$ cat config.mk
export PLATFORM = sky130hd
export DESIGN_NAME = sci_rx_flags
export DESIGN_NICKNAME = d
export VERILOG_FILES = /design/src/sci_rx_pkg.sv /design/src/sci_baud_gen.sv /design/src/sci_rx_flags.sv
export SDC_FILE = /design/constraint.sdc
export NUM_CORES = 1
export LEC_CHECK = 0
export BUFFER_PORTS_ARGS = -buffer_cell sky130_fd_sc_hd__clkbuf_2
export CAP_MARGIN = 20
export CORE_MARGIN = 8
export CORE_UTILIZATION = 60
export CTS_CLUSTER_SIZE = 10
export DETAILED_ROUTE_END_ITERATION = 8
export GPL_TIMING_DRIVEN = 0
export PLACE_DENSITY = 0.84
export SYNTH_ARGS = -nofsm -noshare
export SYNTH_HDL_FRONTEND = slang
export SYNTH_HIERARCHICAL = 1
export SYNTH_SLANG_ARGS = --single-unit
$ cat constraint.sdc
create_clock -name clk_sys -period 2.75 [get_ports clk_sys]
set_input_delay 0.55 -clock clk_sys [delete_from_list [all_inputs] [get_ports clk_sys]]
set_output_delay 0.55 -clock clk_sys [all_outputs]
set_load 0.02 [all_outputs]
$ cat src/sci_rx_pkg.sv
// Purpose: Shared constants for the serial receive flags and baud generator
// Assumes: Byte-wide register port, one system clock
// Notes:   Oscillator clock arrives as a one-cycle enable pulse

package sci_rx_pkg;

	// ************************************************************
	// Register offsets
	// ************************************************************
	localparam logic [7:0] ADDR_STATUS_ONE  = 8'h40;
	localparam logic [7:0] ADDR_STATUS_TWO  = 8'h41;
	localparam logic [7:0] ADDR_CONTROL_THR = 8'h44;
	localparam logic [7:0] ADDR_DATA_BUF    = 8'h45;
	localparam logic [7:0] ADDR_RATE_SELECT = 8'h46;
	localparam logic [7:0] ADDR_RX_CONFIG   = 8'h47;
	localparam logic [7:0] ADDR_IRQ_STATUS  = 8'h48;
	localparam logic [7:0] ADDR_IRQ_MASK    = 8'h49;

	// ************************************************************
	// Field positions
	// ************************************************************
	localparam int S1_RECEIVER_FULL_FLAG = 5;
	localparam int S1_FE   = 1;
	localparam int S1_PE   = 0;
	localparam int S2_BKF  = 1;
	localparam int S2_RPF  = 0;
	localparam int C3_R8   = 7;
	localparam int C3_FRAMING_ERROR_IRQ_ENABLE = 1;
	localparam int C3_PARITY_ERROR_IRQ_ENABLE = 0;
	localparam int RS_CKS  = 5;
	localparam int RS_SCP  = 3;
	localparam int RS_SCR  = 0;
	localparam int CF_EN   = 0;
	localparam int CF_NINE = 1;
	localparam int CF_PAR  = 2;
	localparam int CF_ODD  = 3;
	localparam int IQ_RX   = 0;
	localparam int IQ_FE   = 1;
	localparam int IQ_PE   = 2;
	localparam int IQ_BITS = 3;

	// ************************************************************
	// Timing
	// ************************************************************
	localparam logic [3:0] MID_SLOT    = 4'h7;
	localparam logic [3:0] LAST_SLOT   = 4'hF;
	localparam logic [3:0] BITS_EIGHT  = 4'h7;
	localparam logic [3:0] BITS_NINE   = 4'h8;
	localparam logic [7:0] IDLE_TICKS  = 8'hA0;
	localparam logic [3:0] PD_CODE0    = 4'h1;
	localparam logic [3:0] PD_CODE1    = 4'h3;
	localparam logic [3:0] PD_CODE2    = 4'h4;
	localparam logic [3:0] PD_CODE3    = 4'hD;

	typedef enum logic [2:0] {RX_IDLE, RX_START, RX_DATA, RX_PARITY, RX_STOP} rx_state_type;

endpackage : sci_rx_pkg

$ cat src/sci_baud_gen.sv
// Purpose: Baud divider producing sixteen sample ticks per bit
// Assumes: srcTick already reflects the chosen source clock
// Notes:   Divider restarts cleanly only at its own wrap points

`timescale 1ns/1ps

module sci_baud_gen (
	input  wire logic       clk_sys,
	input  wire logic       sys_rst,
	input  wire logic       srcTick,
	input  wire logic [1:0] prescalerCode,
	input  wire logic [2:0] rateDivisorCode,
	output logic            sampleTick
);

	typedef struct packed {
		logic [3:0] preCnt;
		logic [6:0] rateCnt;
		logic       tick;
	} baud_state_type;

	baud_state_type s;
	baud_state_type next_s;
	logic [3:0]     prescalerDivisor;
	logic [6:0]     rateDivisorLast;

	// ************************************************************
	// Divisor decode
	// ************************************************************
	always_comb begin
		case (prescalerCode)
			2'h0: prescalerDivisor = sci_rx_pkg::PD_CODE0; // see RULE14
			2'h1: prescalerDivisor = sci_rx_pkg::PD_CODE1;
			2'h2: prescalerDivisor = sci_rx_pkg::PD_CODE2;
			default: prescalerDivisor = sci_rx_pkg::PD_CODE3;
		endcase
		rateDivisorLast = 7'((8'h01 << rateDivisorCode) - 8'h01); // see RULE15
	end

	// ************************************************************
	// Cascaded counters
	// ************************************************************
	always_comb begin
		next_s = s;
		next_s.tick = 1'b0;
		if (srcTick) begin
			if (s.preCnt >= prescalerDivisor - 4'h1) begin
				next_s.preCnt = 4'h0;
				if (s.rateCnt >= rateDivisorLast) begin
					next_s.rateCnt = 7'h00;
					next_s.tick = 1'b1; // see RULE16 see RULE17
				end else begin
					next_s.rateCnt = s.rateCnt + 7'h01;
				end
			end else begin
				next_s.preCnt = s.preCnt + 4'h1;
			end
		end
		if (sys_rst) begin
			next_s = '0;
		end
	end

	always_ff @(posedge clk_sys) begin
		s <= next_s;
	end

	assign sampleTick = s.tick;

	// Fastest setting passes every source tick straight through
	tick_rate_a: assert property (@(posedge clk_sys) disable iff (sys_rst) // see RULE16
		(srcTick && prescalerCode == 2'h0 && rateDivisorCode == 3'h0 && !$past(sys_rst))
		|=> sampleTick)
		else $error("sample tick missing at divide by one");

endmodule : sci_baud_gen

$ cat src/sci_rx_flags.sv
// Purpose: Receive flags, data buffer and baud rate control of a serial port
// Assumes: Receive line and oscillator enable are synchronous to clk_sys
// Notes:   Single sample per bit at mid slot; no noise voting
//
// The strobed register port is this design's own decision.

`timescale 1ns/1ps

// Function
// RULE1 - Stop bit sampled low sets framing error; error irq when its enable set
// RULE2 - Framing error clears by status one read with flag set, then data read
// RULE3 - Parity mismatch sets parity error; error irq when its enable set
// RULE4 - Parity error clears by status one read with flag set, then data read
// RULE5 - Break sets break flag plus framing error and receiver full
// RULE6 - Break in nine-bit mode clears received ninth bit
// RULE7 - Break flag never interrupts; clears by status two read then data read
// RULE8 - Break flag sets again only after line shows ones, then a new break
// RULE9 - Low at first sample slot of start search sets reception in progress
// RULE10 - Reception in progress clears on false start or idle character
// RULE11 - Data read gives received byte, write loads transmit byte, reset keeps it
// RULE12 - Software avoids read-modify-write on the data buffer
// RULE13 - Source select one picks bus clock, zero oscillator; reset clears
// RULE14 - Prescaler code picks divisor 1, 3, 4 or 13; reset clears
// RULE15 - Rate code picks divisor two to the code; reset clears
// RULE16 - Bit rate is source over sixteen times both divisors, shared both ways
// RULE17 - Baud generator gives sixteen sample ticks per bit for the receiver
module sci_rx_flags (
	input  wire logic       clk_sys,
	input  wire logic       sys_rst,
	input  wire logic [7:0] regAddr,
	input  wire logic [7:0] wrData,
	input  wire logic       wrEn,
	input  wire logic       rdEn,
	input  wire logic       rxLine,
	input  wire logic       oscillatorTick,
	output logic      [7:0] rdData,
	output logic      [7:0] txData,
	output logic            txLoad,
	output logic            irq,
	output logic            errorIrq
);

	typedef struct packed {
		sci_rx_pkg::rx_state_type rxState;
		logic [3:0] tickCnt;
		logic [3:0] bitCnt;
		logic [8:0] shift;
		logic       allZero;
		logic       parAcc;
		logic       parBad;
		logic [7:0] idleCnt;
		logic       fe;
		logic       pe;
		logic       receiver_full_flag;
		logic       break_detected_flag;
		logic       reception_in_progress_flag;
		logic       r8;
		logic       breakArm;
		logic       armFe;
		logic       armPe;
		logic       armScrf;
		logic       armBk;
		logic [7:0] rxData;
		logic [7:0] txData;
		logic       txLoad;
		logic       baud_source_select;
		logic [1:0] pcode;
		logic [2:0] rcode;
		logic       framing_error_irq_enable;
		logic       parity_error_irq_enable;
		logic       rxEn;
		logic       nineBit;
		logic       parEn;
		logic       parOdd;
		logic [sci_rx_pkg::IQ_BITS-1:0] sticky;
		logic [sci_rx_pkg::IQ_BITS-1:0] mask;
		logic [7:0] rdData;
		logic       irq;
		logic       errorIrq;
	} rx_flags_state_type;

	rx_flags_state_type s;
	rx_flags_state_type next_s;
	logic               sampleTick;
	logic               srcTick;
	logic [3:0]         cnt;
	logic               atMid;
	logic               atEnd;
	logic [7:0]         statusOne;
	logic [7:0]         statusTwo;
	logic               dataRead;

	// ************************************************************
	// Baud generator
	// ************************************************************
	assign srcTick = s.baud_source_select ? 1'b1 : oscillatorTick; // see RULE13

	sci_baud_gen baudGen (
		.clk_sys         (clk_sys),
		.sys_rst         (sys_rst),
		.srcTick         (srcTick),
		.prescalerCode   (s.pcode),
		.rateDivisorCode (s.rcode),
		.sampleTick      (sampleTick)
	);

	// ************************************************************
	// Status views
	// ************************************************************
	always_comb begin
		statusOne = 8'h00;
		statusOne[sci_rx_pkg::S1_RECEIVER_FULL_FLAG] = s.receiver_full_flag;
		statusOne[sci_rx_pkg::S1_FE] = s.fe;
		statusOne[sci_rx_pkg::S1_PE] = s.pe;
		statusTwo = 8'h00;
		statusTwo[sci_rx_pkg::S2_BKF] = s.break_detected_flag;
		statusTwo[sci_rx_pkg::S2_RPF] = s.reception_in_progress_flag;
		cnt = s.tickCnt + 4'h1;
		atMid = sampleTick && cnt == sci_rx_pkg::MID_SLOT;
		atEnd = sampleTick && s.tickCnt == sci_rx_pkg::LAST_SLOT;
		dataRead = rdEn && regAddr == sci_rx_pkg::ADDR_DATA_BUF;
	end

	// ************************************************************
	// Next state
	// ************************************************************
	always_comb begin
		next_s = s;
		next_s.txLoad = 1'b0;
		next_s.rdData = 8'h00;

		// Register port; clears come before receive sets so a set wins
		if (rdEn) begin
			case (regAddr)
				sci_rx_pkg::ADDR_STATUS_ONE: begin
					next_s.rdData = statusOne;
					next_s.armFe = s.fe; // see RULE2
					next_s.armPe = s.pe; // see RULE4
					next_s.armScrf = s.receiver_full_flag;
				end
				sci_rx_pkg::ADDR_STATUS_TWO: begin
					next_s.rdData = statusTwo;
					next_s.armBk = s.break_detected_flag; // see RULE7
				end
				sci_rx_pkg::ADDR_DATA_BUF: begin
					next_s.rdData = s.rxData; // see RULE11
					next_s.fe = s.fe && !s.armFe; // see RULE2
					next_s.pe = s.pe && !s.armPe; // see RULE4
					next_s.receiver_full_flag = s.receiver_full_flag && !s.armScrf;
					next_s.break_detected_flag = s.break_detected_flag && !s.armBk; // see RULE7
					next_s.armFe = 1'b0;
					next_s.armPe = 1'b0;
					next_s.armScrf = 1'b0;
					next_s.armBk = 1'b0;
				end
				sci_rx_pkg::ADDR_CONTROL_THR: begin
					next_s.rdData = {s.r8, 5'h00, s.framing_error_irq_enable, s.parity_error_irq_enable};
				end
				sci_rx_pkg::ADDR_RATE_SELECT: begin
					next_s.rdData = {2'h0, s.baud_source_select, s.pcode, s.rcode};
				end
				sci_rx_pkg::ADDR_RX_CONFIG: begin
					next_s.rdData = {4'h0, s.parOdd, s.parEn, s.nineBit, s.rxEn};
				end
				sci_rx_pkg::ADDR_IRQ_STATUS: next_s.rdData = {5'h00, s.sticky};
				sci_rx_pkg::ADDR_IRQ_MASK: next_s.rdData = {5'h00, s.mask};
				default: next_s.rdData = 8'h00;
			endcase
		end
		if (wrEn) begin
			case (regAddr)
				sci_rx_pkg::ADDR_DATA_BUF: begin
					next_s.txData = wrData; // see RULE11
					next_s.txLoad = 1'b1;
				end
				sci_rx_pkg::ADDR_CONTROL_THR: begin
					next_s.framing_error_irq_enable = wrData[sci_rx_pkg::C3_FRAMING_ERROR_IRQ_ENABLE];
					next_s.parity_error_irq_enable = wrData[sci_rx_pkg::C3_PARITY_ERROR_IRQ_ENABLE];
				end
				sci_rx_pkg::ADDR_RATE_SELECT: begin
					next_s.baud_source_select = wrData[sci_rx_pkg::RS_CKS]; // see RULE13
					next_s.pcode = wrData[sci_rx_pkg::RS_SCP +: 2]; // see RULE14
					next_s.rcode = wrData[sci_rx_pkg::RS_SCR +: 3]; // see RULE15
				end
				sci_rx_pkg::ADDR_RX_CONFIG: begin
					next_s.rxEn = wrData[sci_rx_pkg::CF_EN];
					next_s.nineBit = wrData[sci_rx_pkg::CF_NINE];
					next_s.parEn = wrData[sci_rx_pkg::CF_PAR];
					next_s.parOdd = wrData[sci_rx_pkg::CF_ODD];
				end
				sci_rx_pkg::ADDR_IRQ_STATUS: begin
					next_s.sticky = s.sticky & ~wrData[sci_rx_pkg::IQ_BITS-1:0];
				end
				sci_rx_pkg::ADDR_IRQ_MASK: next_s.mask = wrData[sci_rx_pkg::IQ_BITS-1:0];
				default: begin
				end
			endcase
		end

		// Receiver, paced by sixteenth-bit ticks
		if (sampleTick && s.rxEn) begin
			next_s.tickCnt = cnt;
			case (s.rxState)
				sci_rx_pkg::RX_IDLE: begin
					next_s.tickCnt = 4'h0;
					if (!rxLine) begin
						next_s.reception_in_progress_flag = 1'b1; // see RULE9
						next_s.rxState = sci_rx_pkg::RX_START;
						next_s.idleCnt = 8'h00;
					end else begin
						next_s.breakArm = 1'b1; // see RULE8
						if (s.idleCnt == sci_rx_pkg::IDLE_TICKS - 8'h01) begin
							next_s.reception_in_progress_flag = 1'b0; // see RULE10
						end
						if (s.idleCnt != sci_rx_pkg::IDLE_TICKS) begin
							next_s.idleCnt = s.idleCnt + 8'h01;
						end
					end
				end
				sci_rx_pkg::RX_START: begin
					if (atMid && rxLine) begin
						next_s.reception_in_progress_flag = 1'b0; // see RULE10
						next_s.rxState = sci_rx_pkg::RX_IDLE;
					end else if (atEnd) begin
						next_s.rxState = sci_rx_pkg::RX_DATA;
						next_s.bitCnt = 4'h0;
						next_s.allZero = 1'b1;
						next_s.parAcc = 1'b0;
					end
				end
				sci_rx_pkg::RX_DATA: begin
					if (atMid) begin
						next_s.shift = {rxLine, s.shift[8:1]};
						next_s.allZero = s.allZero && !rxLine;
						next_s.parAcc = s.parAcc ^ rxLine;
					end
					if (atEnd) begin
						next_s.bitCnt = s.bitCnt + 4'h1;
						if (s.bitCnt == (s.nineBit ? sci_rx_pkg::BITS_NINE
						                           : sci_rx_pkg::BITS_EIGHT)) begin
							next_s.rxState = s.parEn ? sci_rx_pkg::RX_PARITY
							                         : sci_rx_pkg::RX_STOP;
						end
					end
				end
				sci_rx_pkg::RX_PARITY: begin
					if (atMid) begin
						next_s.allZero = s.allZero && !rxLine;
						next_s.parBad = s.parAcc ^ rxLine ^ s.parOdd; // see RULE3
					end
					if (atEnd) begin
						next_s.rxState = sci_rx_pkg::RX_STOP;
					end
				end
				sci_rx_pkg::RX_STOP: begin
					if (atMid) begin
						next_s.rxState = sci_rx_pkg::RX_IDLE;
						next_s.rxData = s.nineBit ? s.shift[7:0] : s.shift[8:1];
						next_s.r8 = s.shift[8];
						next_s.receiver_full_flag = 1'b1;
						next_s.sticky[sci_rx_pkg::IQ_RX] = 1'b1;
						if (s.parEn && s.parBad) begin
							next_s.pe = 1'b1; // see RULE3
							next_s.sticky[sci_rx_pkg::IQ_PE] = 1'b1;
						end
						if (!rxLine) begin
							next_s.fe = 1'b1; // see RULE1 see RULE5
							next_s.sticky[sci_rx_pkg::IQ_FE] = 1'b1;
						end
						// A held-low line repeats zero frames; only a fresh break flags
						if (!rxLine && s.allZero && s.breakArm) begin
							next_s.break_detected_flag = 1'b1; // see RULE5 see RULE8
							next_s.breakArm = 1'b0;
							next_s.pe = 1'b0;
							if (s.nineBit) begin
								next_s.r8 = 1'b0; // see RULE6
							end
						end
					end
				end
				default: next_s.rxState = sci_rx_pkg::RX_IDLE;
			endcase
		end

		// Break flag feeds no interrupt path
		next_s.errorIrq = (next_s.fe && next_s.framing_error_irq_enable) || (next_s.pe && next_s.parity_error_irq_enable); // see RULE1 see RULE3 see RULE7
		next_s.irq = |(next_s.sticky & next_s.mask);

		if (sys_rst) begin
			next_s = '0;
			next_s.rxState = sci_rx_pkg::RX_IDLE;
			next_s.rxData = s.rxData; // see RULE11
			next_s.txData = s.txData;
			next_s.r8 = s.r8;
		end
	end

	always_ff @(posedge clk_sys) begin
		s <= next_s;
	end

	assign rdData = s.rdData;
	assign txData = s.txData;
	assign txLoad = s.txLoad;
	assign irq = s.irq;
	assign errorIrq = s.errorIrq;

	// ************************************************************
	// Checks
	// ************************************************************
	stop_framing_a: assert property (@(posedge clk_sys) disable iff (sys_rst) // see RULE1
		(s.rxEn && s.rxState == sci_rx_pkg::RX_STOP && atMid && !rxLine) |=> s.fe)
		else $error("low stop bit did not set framing error");

	error_irq_a: assert property (@(posedge clk_sys) disable iff (sys_rst) // see RULE3
		(s.pe && s.parity_error_irq_enable && !$past(sys_rst)) |-> errorIrq)
		else $error("parity error with enable gave no error irq");

	fe_clear_a: assert property (@(posedge clk_sys) disable iff (sys_rst) // see RULE2
		$fell(s.fe) |-> $past(dataRead && s.armFe))
		else $error("framing error cleared without sequence");

	pe_clear_a: assert property (@(posedge clk_sys) disable iff (sys_rst) // see RULE4
		$fell(s.pe) |-> $past(dataRead && s.armPe) || $rose(s.break_detected_flag))
		else $error("parity error cleared without sequence");

	break_flags_a: assert property (@(posedge clk_sys) disable iff (sys_rst) // see RULE5
		$rose(s.break_detected_flag) |-> s.fe && s.receiver_full_flag)
		else $error("break without framing and full flags");

	break_ninth_a: assert property (@(posedge clk_sys) disable iff (sys_rst) // see RULE6
		($rose(s.break_detected_flag) && s.nineBit) |-> !s.r8)
		else $error("break left ninth bit set");

	bkf_clear_a: assert property (@(posedge clk_sys) disable iff (sys_rst) // see RULE7
		$fell(s.break_detected_flag) |-> $past(dataRead && s.armBk))
		else $error("break flag cleared without sequence");

	break_rearm_a: assert property (@(posedge clk_sys) disable iff (sys_rst) // see RULE8
		$rose(s.break_detected_flag) |-> $past(s.breakArm))
		else $error("break flag set without line high first");

	rpf_set_a: assert property (@(posedge clk_sys) disable iff (sys_rst) // see RULE9
		(sampleTick && s.rxEn && s.rxState == sci_rx_pkg::RX_IDLE && !rxLine) |=> s.reception_in_progress_flag)
		else $error("start search zero did not set progress flag");

	rpf_clear_a: assert property (@(posedge clk_sys) disable iff (sys_rst) // see RULE10
		$fell(s.reception_in_progress_flag) |-> $past(s.rxState == sci_rx_pkg::RX_START
		                       || s.idleCnt == sci_rx_pkg::IDLE_TICKS - 8'h01))
		else $error("progress flag cleared without cause");

	read_data_a: assert property (@(posedge clk_sys) disable iff (sys_rst) // see RULE11
		dataRead |=> rdData == $past(s.rxData))
		else $error("data read returned wrong byte");

	rate_reset_a: assert property (@(posedge clk_sys) // see RULE13 see RULE14 see RULE15
		$fell(sys_rst) |-> !s.baud_source_select && s.pcode == 2'h0 && s.rcode == 3'h0)
		else $error("rate select not cleared by reset");

endmodule : sci_rx_flags

==> flow_summary_export.csv <==
group,metric,value,unit
synthesis,synthFlopType,"dfxtp_1",
synthesis,synth_edf_count,17,
die,dieArea,0.0115,mm2
cells_and_area,fillers,646,
hold_path,hold_class,"in -> reg",
synthesis,syn_inst,531,
cells_and_area,antenna_cells,0,
global_routing,antenna_found_initial,0,
timing,worst_pin_slew,0.850,ns
clock_network,cts_resized,0,
global_routing,grt_start_max_net_pins,19,
power_and_ir_drop,total_power,0.00247,W
global_routing,grt_pass1_vias,3903,
clock_network,cts_tree,"yes",
clock_network,hold_buffers,0,
setup_path,crit_type,"reg -> reg",
place,hpwl,8310,um
detailed_routing,firstDrtPassIters,6,
timing,setup_ws,0.401,ns
setup_path,crit_buf_inv,0,
synthesis,syn_area,0.00502,mm2
clock_network,cts_setup_buffers,0,
power_and_ir_drop,p_leak,2.17,nW
setup_path,critical_path_arrival,2.63,ns
synthesis,yosysWarningCount,6,
synthesis,synth_cell_types,78,
global_routing,grt_first_pass_wirelength,18500,um
setup_path,slowest_delay,0.48,ns
global_routing,gr-usage-all-layers,0.196,
synthesis,synth-seq-cells,99,
die,die_height,107,um
timing,hold_ws,0.363,ns
die,ios,41,
cells_and_area,multiInputGateArea,0.00258,mm2
setup_path,crit_path_max_fanout,8,
clock_network,clk_pin_slew,0.10,ns
timing,slew_violations,0,
die,start_util,0.614,
timing,min_period_over_period,0.854,
clock_network,clock_latency,0.37,ns
synthesis,yosysTopAreaCellShare,0.327,
die,rows,33,
timing,skew,0.0121,ns
timing,slew_headroom,0.432,
synthesis,avgSynthCellArea,9.45,um2
outcome,status,"complete, no violations",
cells_and_area,area_growth_syn_to_layout,10.5,%
timing,rsz0062_at_grt,"no",
detailed_routing,routed_wl,11300,um
place,place_congestion,0.936,
die,die_x,107,um
synthesis,synth_top_area_cell,"dfxtp_1",
clock_network,htree_levels,3,
synthesis,ys_seq_area_frac,0.429,
clock_network,cts_num_sinks,99,
clock_network,cts_buffers,9,
detailed_routing,drtIter0Drc,374,
timing,period_needed,2.35,ns
synthesis,yosys-top-cells-count,"dfxtp_1 (82), nor2_1 (77), mux2i_1 (35)",
die,coreArea,0.00818,mm2
global_routing,gr-total-overflow,0,
clock_network,clockBufferDepth,2,
place,port_buffers,39,
detailed_routing,vias,4119,
detailed_routing,drc_errors,0,
synthesis,synthTopCellsByArea,"dfxtp_1 (33%), edfxtp_1 (10%), mux2i_1 (7.0%)",
setup_path,crit_family,"simple AND/OR/NAND/NOR gates",
setup_path,critPathCaptureType,"flop",
timing,setup_viol,0,
cells_and_area,drive_gt1_frac,0.187,
setup_path,cp.required,3.03,ns
cells_and_area,layout.nets,624,
detailed_routing,antenna_left,0,
power_and_ir_drop,power_density,445,mW/mm2
setup_path,cp-start-kind,"flop",
timing,max_freq,426,MHz
synthesis,syn_nets,573,
timing,hold_viol,0,
setup_path,slowest_stage,"nor3_2",
place,pre_cts_ws,0.148,ns
cells_and_area,seqCellArea,0.00215,mm2
run,maxCapViolations,0,
clock_network,cts_root_buf,"clkbuf_8",
setup_path,crit_chain,"ha_1 -> xor2_1 -> nand3_1 -> nor3_2 -> a31oi_1 -> o22a_1 -> o21ai_1",
synthesis,synthMostInstantiatedCell,"dfxtp_1",
power_and_ir_drop,ir_worst_vdd,0.354,mV
detailed_routing,post_drt_wl_per_cell,16.3,um
synthesis,async_flop_share,0,
detailed_routing,viasPerCell,5.95,
## logic make-up (layout without fill, tap and decap cells)
family                   after synthesis  count (layout)  synth area share
AO/OA/AOI/OAI                         99              99             0.141
XOR/XNOR                              10              10            0.0175
adder cells (fa/ha/maj)               20              20            0.0499
buffers and inverters                 54             110            0.0571
flip-flops                            99              99             0.429
multiplexers                          43              43            0.0878
AND/OR/NAND/NOR                      206             206             0.218
## final cells by class
type	instances	share of cell area
buffer	37	0.0402
clock inverter	7	0.0117
sequential	99	0.388
inverter	17	0.0115
tap	105	0.0237
clock buffer	9	0.0223
timing repair buffer	40	0.0361
multi-input combinational	378	0.466
## through the flow
stage | setup TNS [ns] | cell area [um2] | util | cells
floorplan | 0 | 5020 | - | 531
detailed placement | 0 | 5350 | 0.655 | 676
global placement | -2.25 | 5340 | 0.654 | 675
CTS | 0 | 5540 | 0.678 | 692
global route | 0 | 5540 | 0.678 | 692
finish | 0 | 5540 | 0.678 | 692
## where the power goes
part           switching (W)  internal (W)  total (W)
clock               0.000554      0.000345   0.000899
combinational      0.0000655     0.0000333  0.0000988
sequential        0.00000138       0.00147    0.00147
total               0.000621       0.00185    0.00247
## worst paths after layout
check | start | depth (start not counted) | slack (ns) | end
max reg2reg | s[80] | 7 | 0.40 | irq
min | wrData[6] | 1 | 0.36 | txData[6]
max | s[80] | 7 | 0.40 | irq
min reg2reg | s[77] | 2 | 0.50 | s[77]
## layer usage
| metal | track usage | vias to the layer above | part of all wire |
|---|---|---|---|
| li1 | - | 2007 | - |
| met1 | 0.243 | 1928 | 0.44 |
| met2 | 0.323 | 157 | 0.48 |
| met3 | 0.0425 | 27 | 0.060 |
| met4 | 0.0813 | 0 | 0.027 |
| met5 | 0 | - | 0 |
## sequential cells by signal, indices dropped and copies added, names as in the netlist
| signal | flops |
|---|---|
| baudGen/s | 11 |
| txData | 8 |
| baudGen/sampleTick | 1 |
| errorIrq | 1 |
| txLoad | 1 |
| rdData | 8 |
| s | 68 |
| irq | 1 |
## layout by cell type (no fill, tap or decap), types with 3 or more instances in the layout
cell type,count
a21boi_0,3
a21o_1,3
a21oi_1,28
a22oi_1,7
a2bb2oi_1,4
a31oi_1,9
and2_1,5
and3_1,5
buf_2,4
buf_4,21
clkbuf_1,10
clkbuf_2,40
clkbuf_8,9
clkinv_4,3
dfxtp_1,82
edfxtp_1,17
ha_1,20
inv_1,16
mux2_2,8
mux2i_1,35
nand2_1,27
nand2b_1,11
nand3_1,19
nand3b_1,3
nand4_1,6
nor2_1,77
nor2b_1,6
nor3_1,13
nor4_1,3
nor4b_1,3
o21ai_0,14
xnor2_1,5
xor2_1,5
No activity file was read; power rests on OpenSTA's default activity.
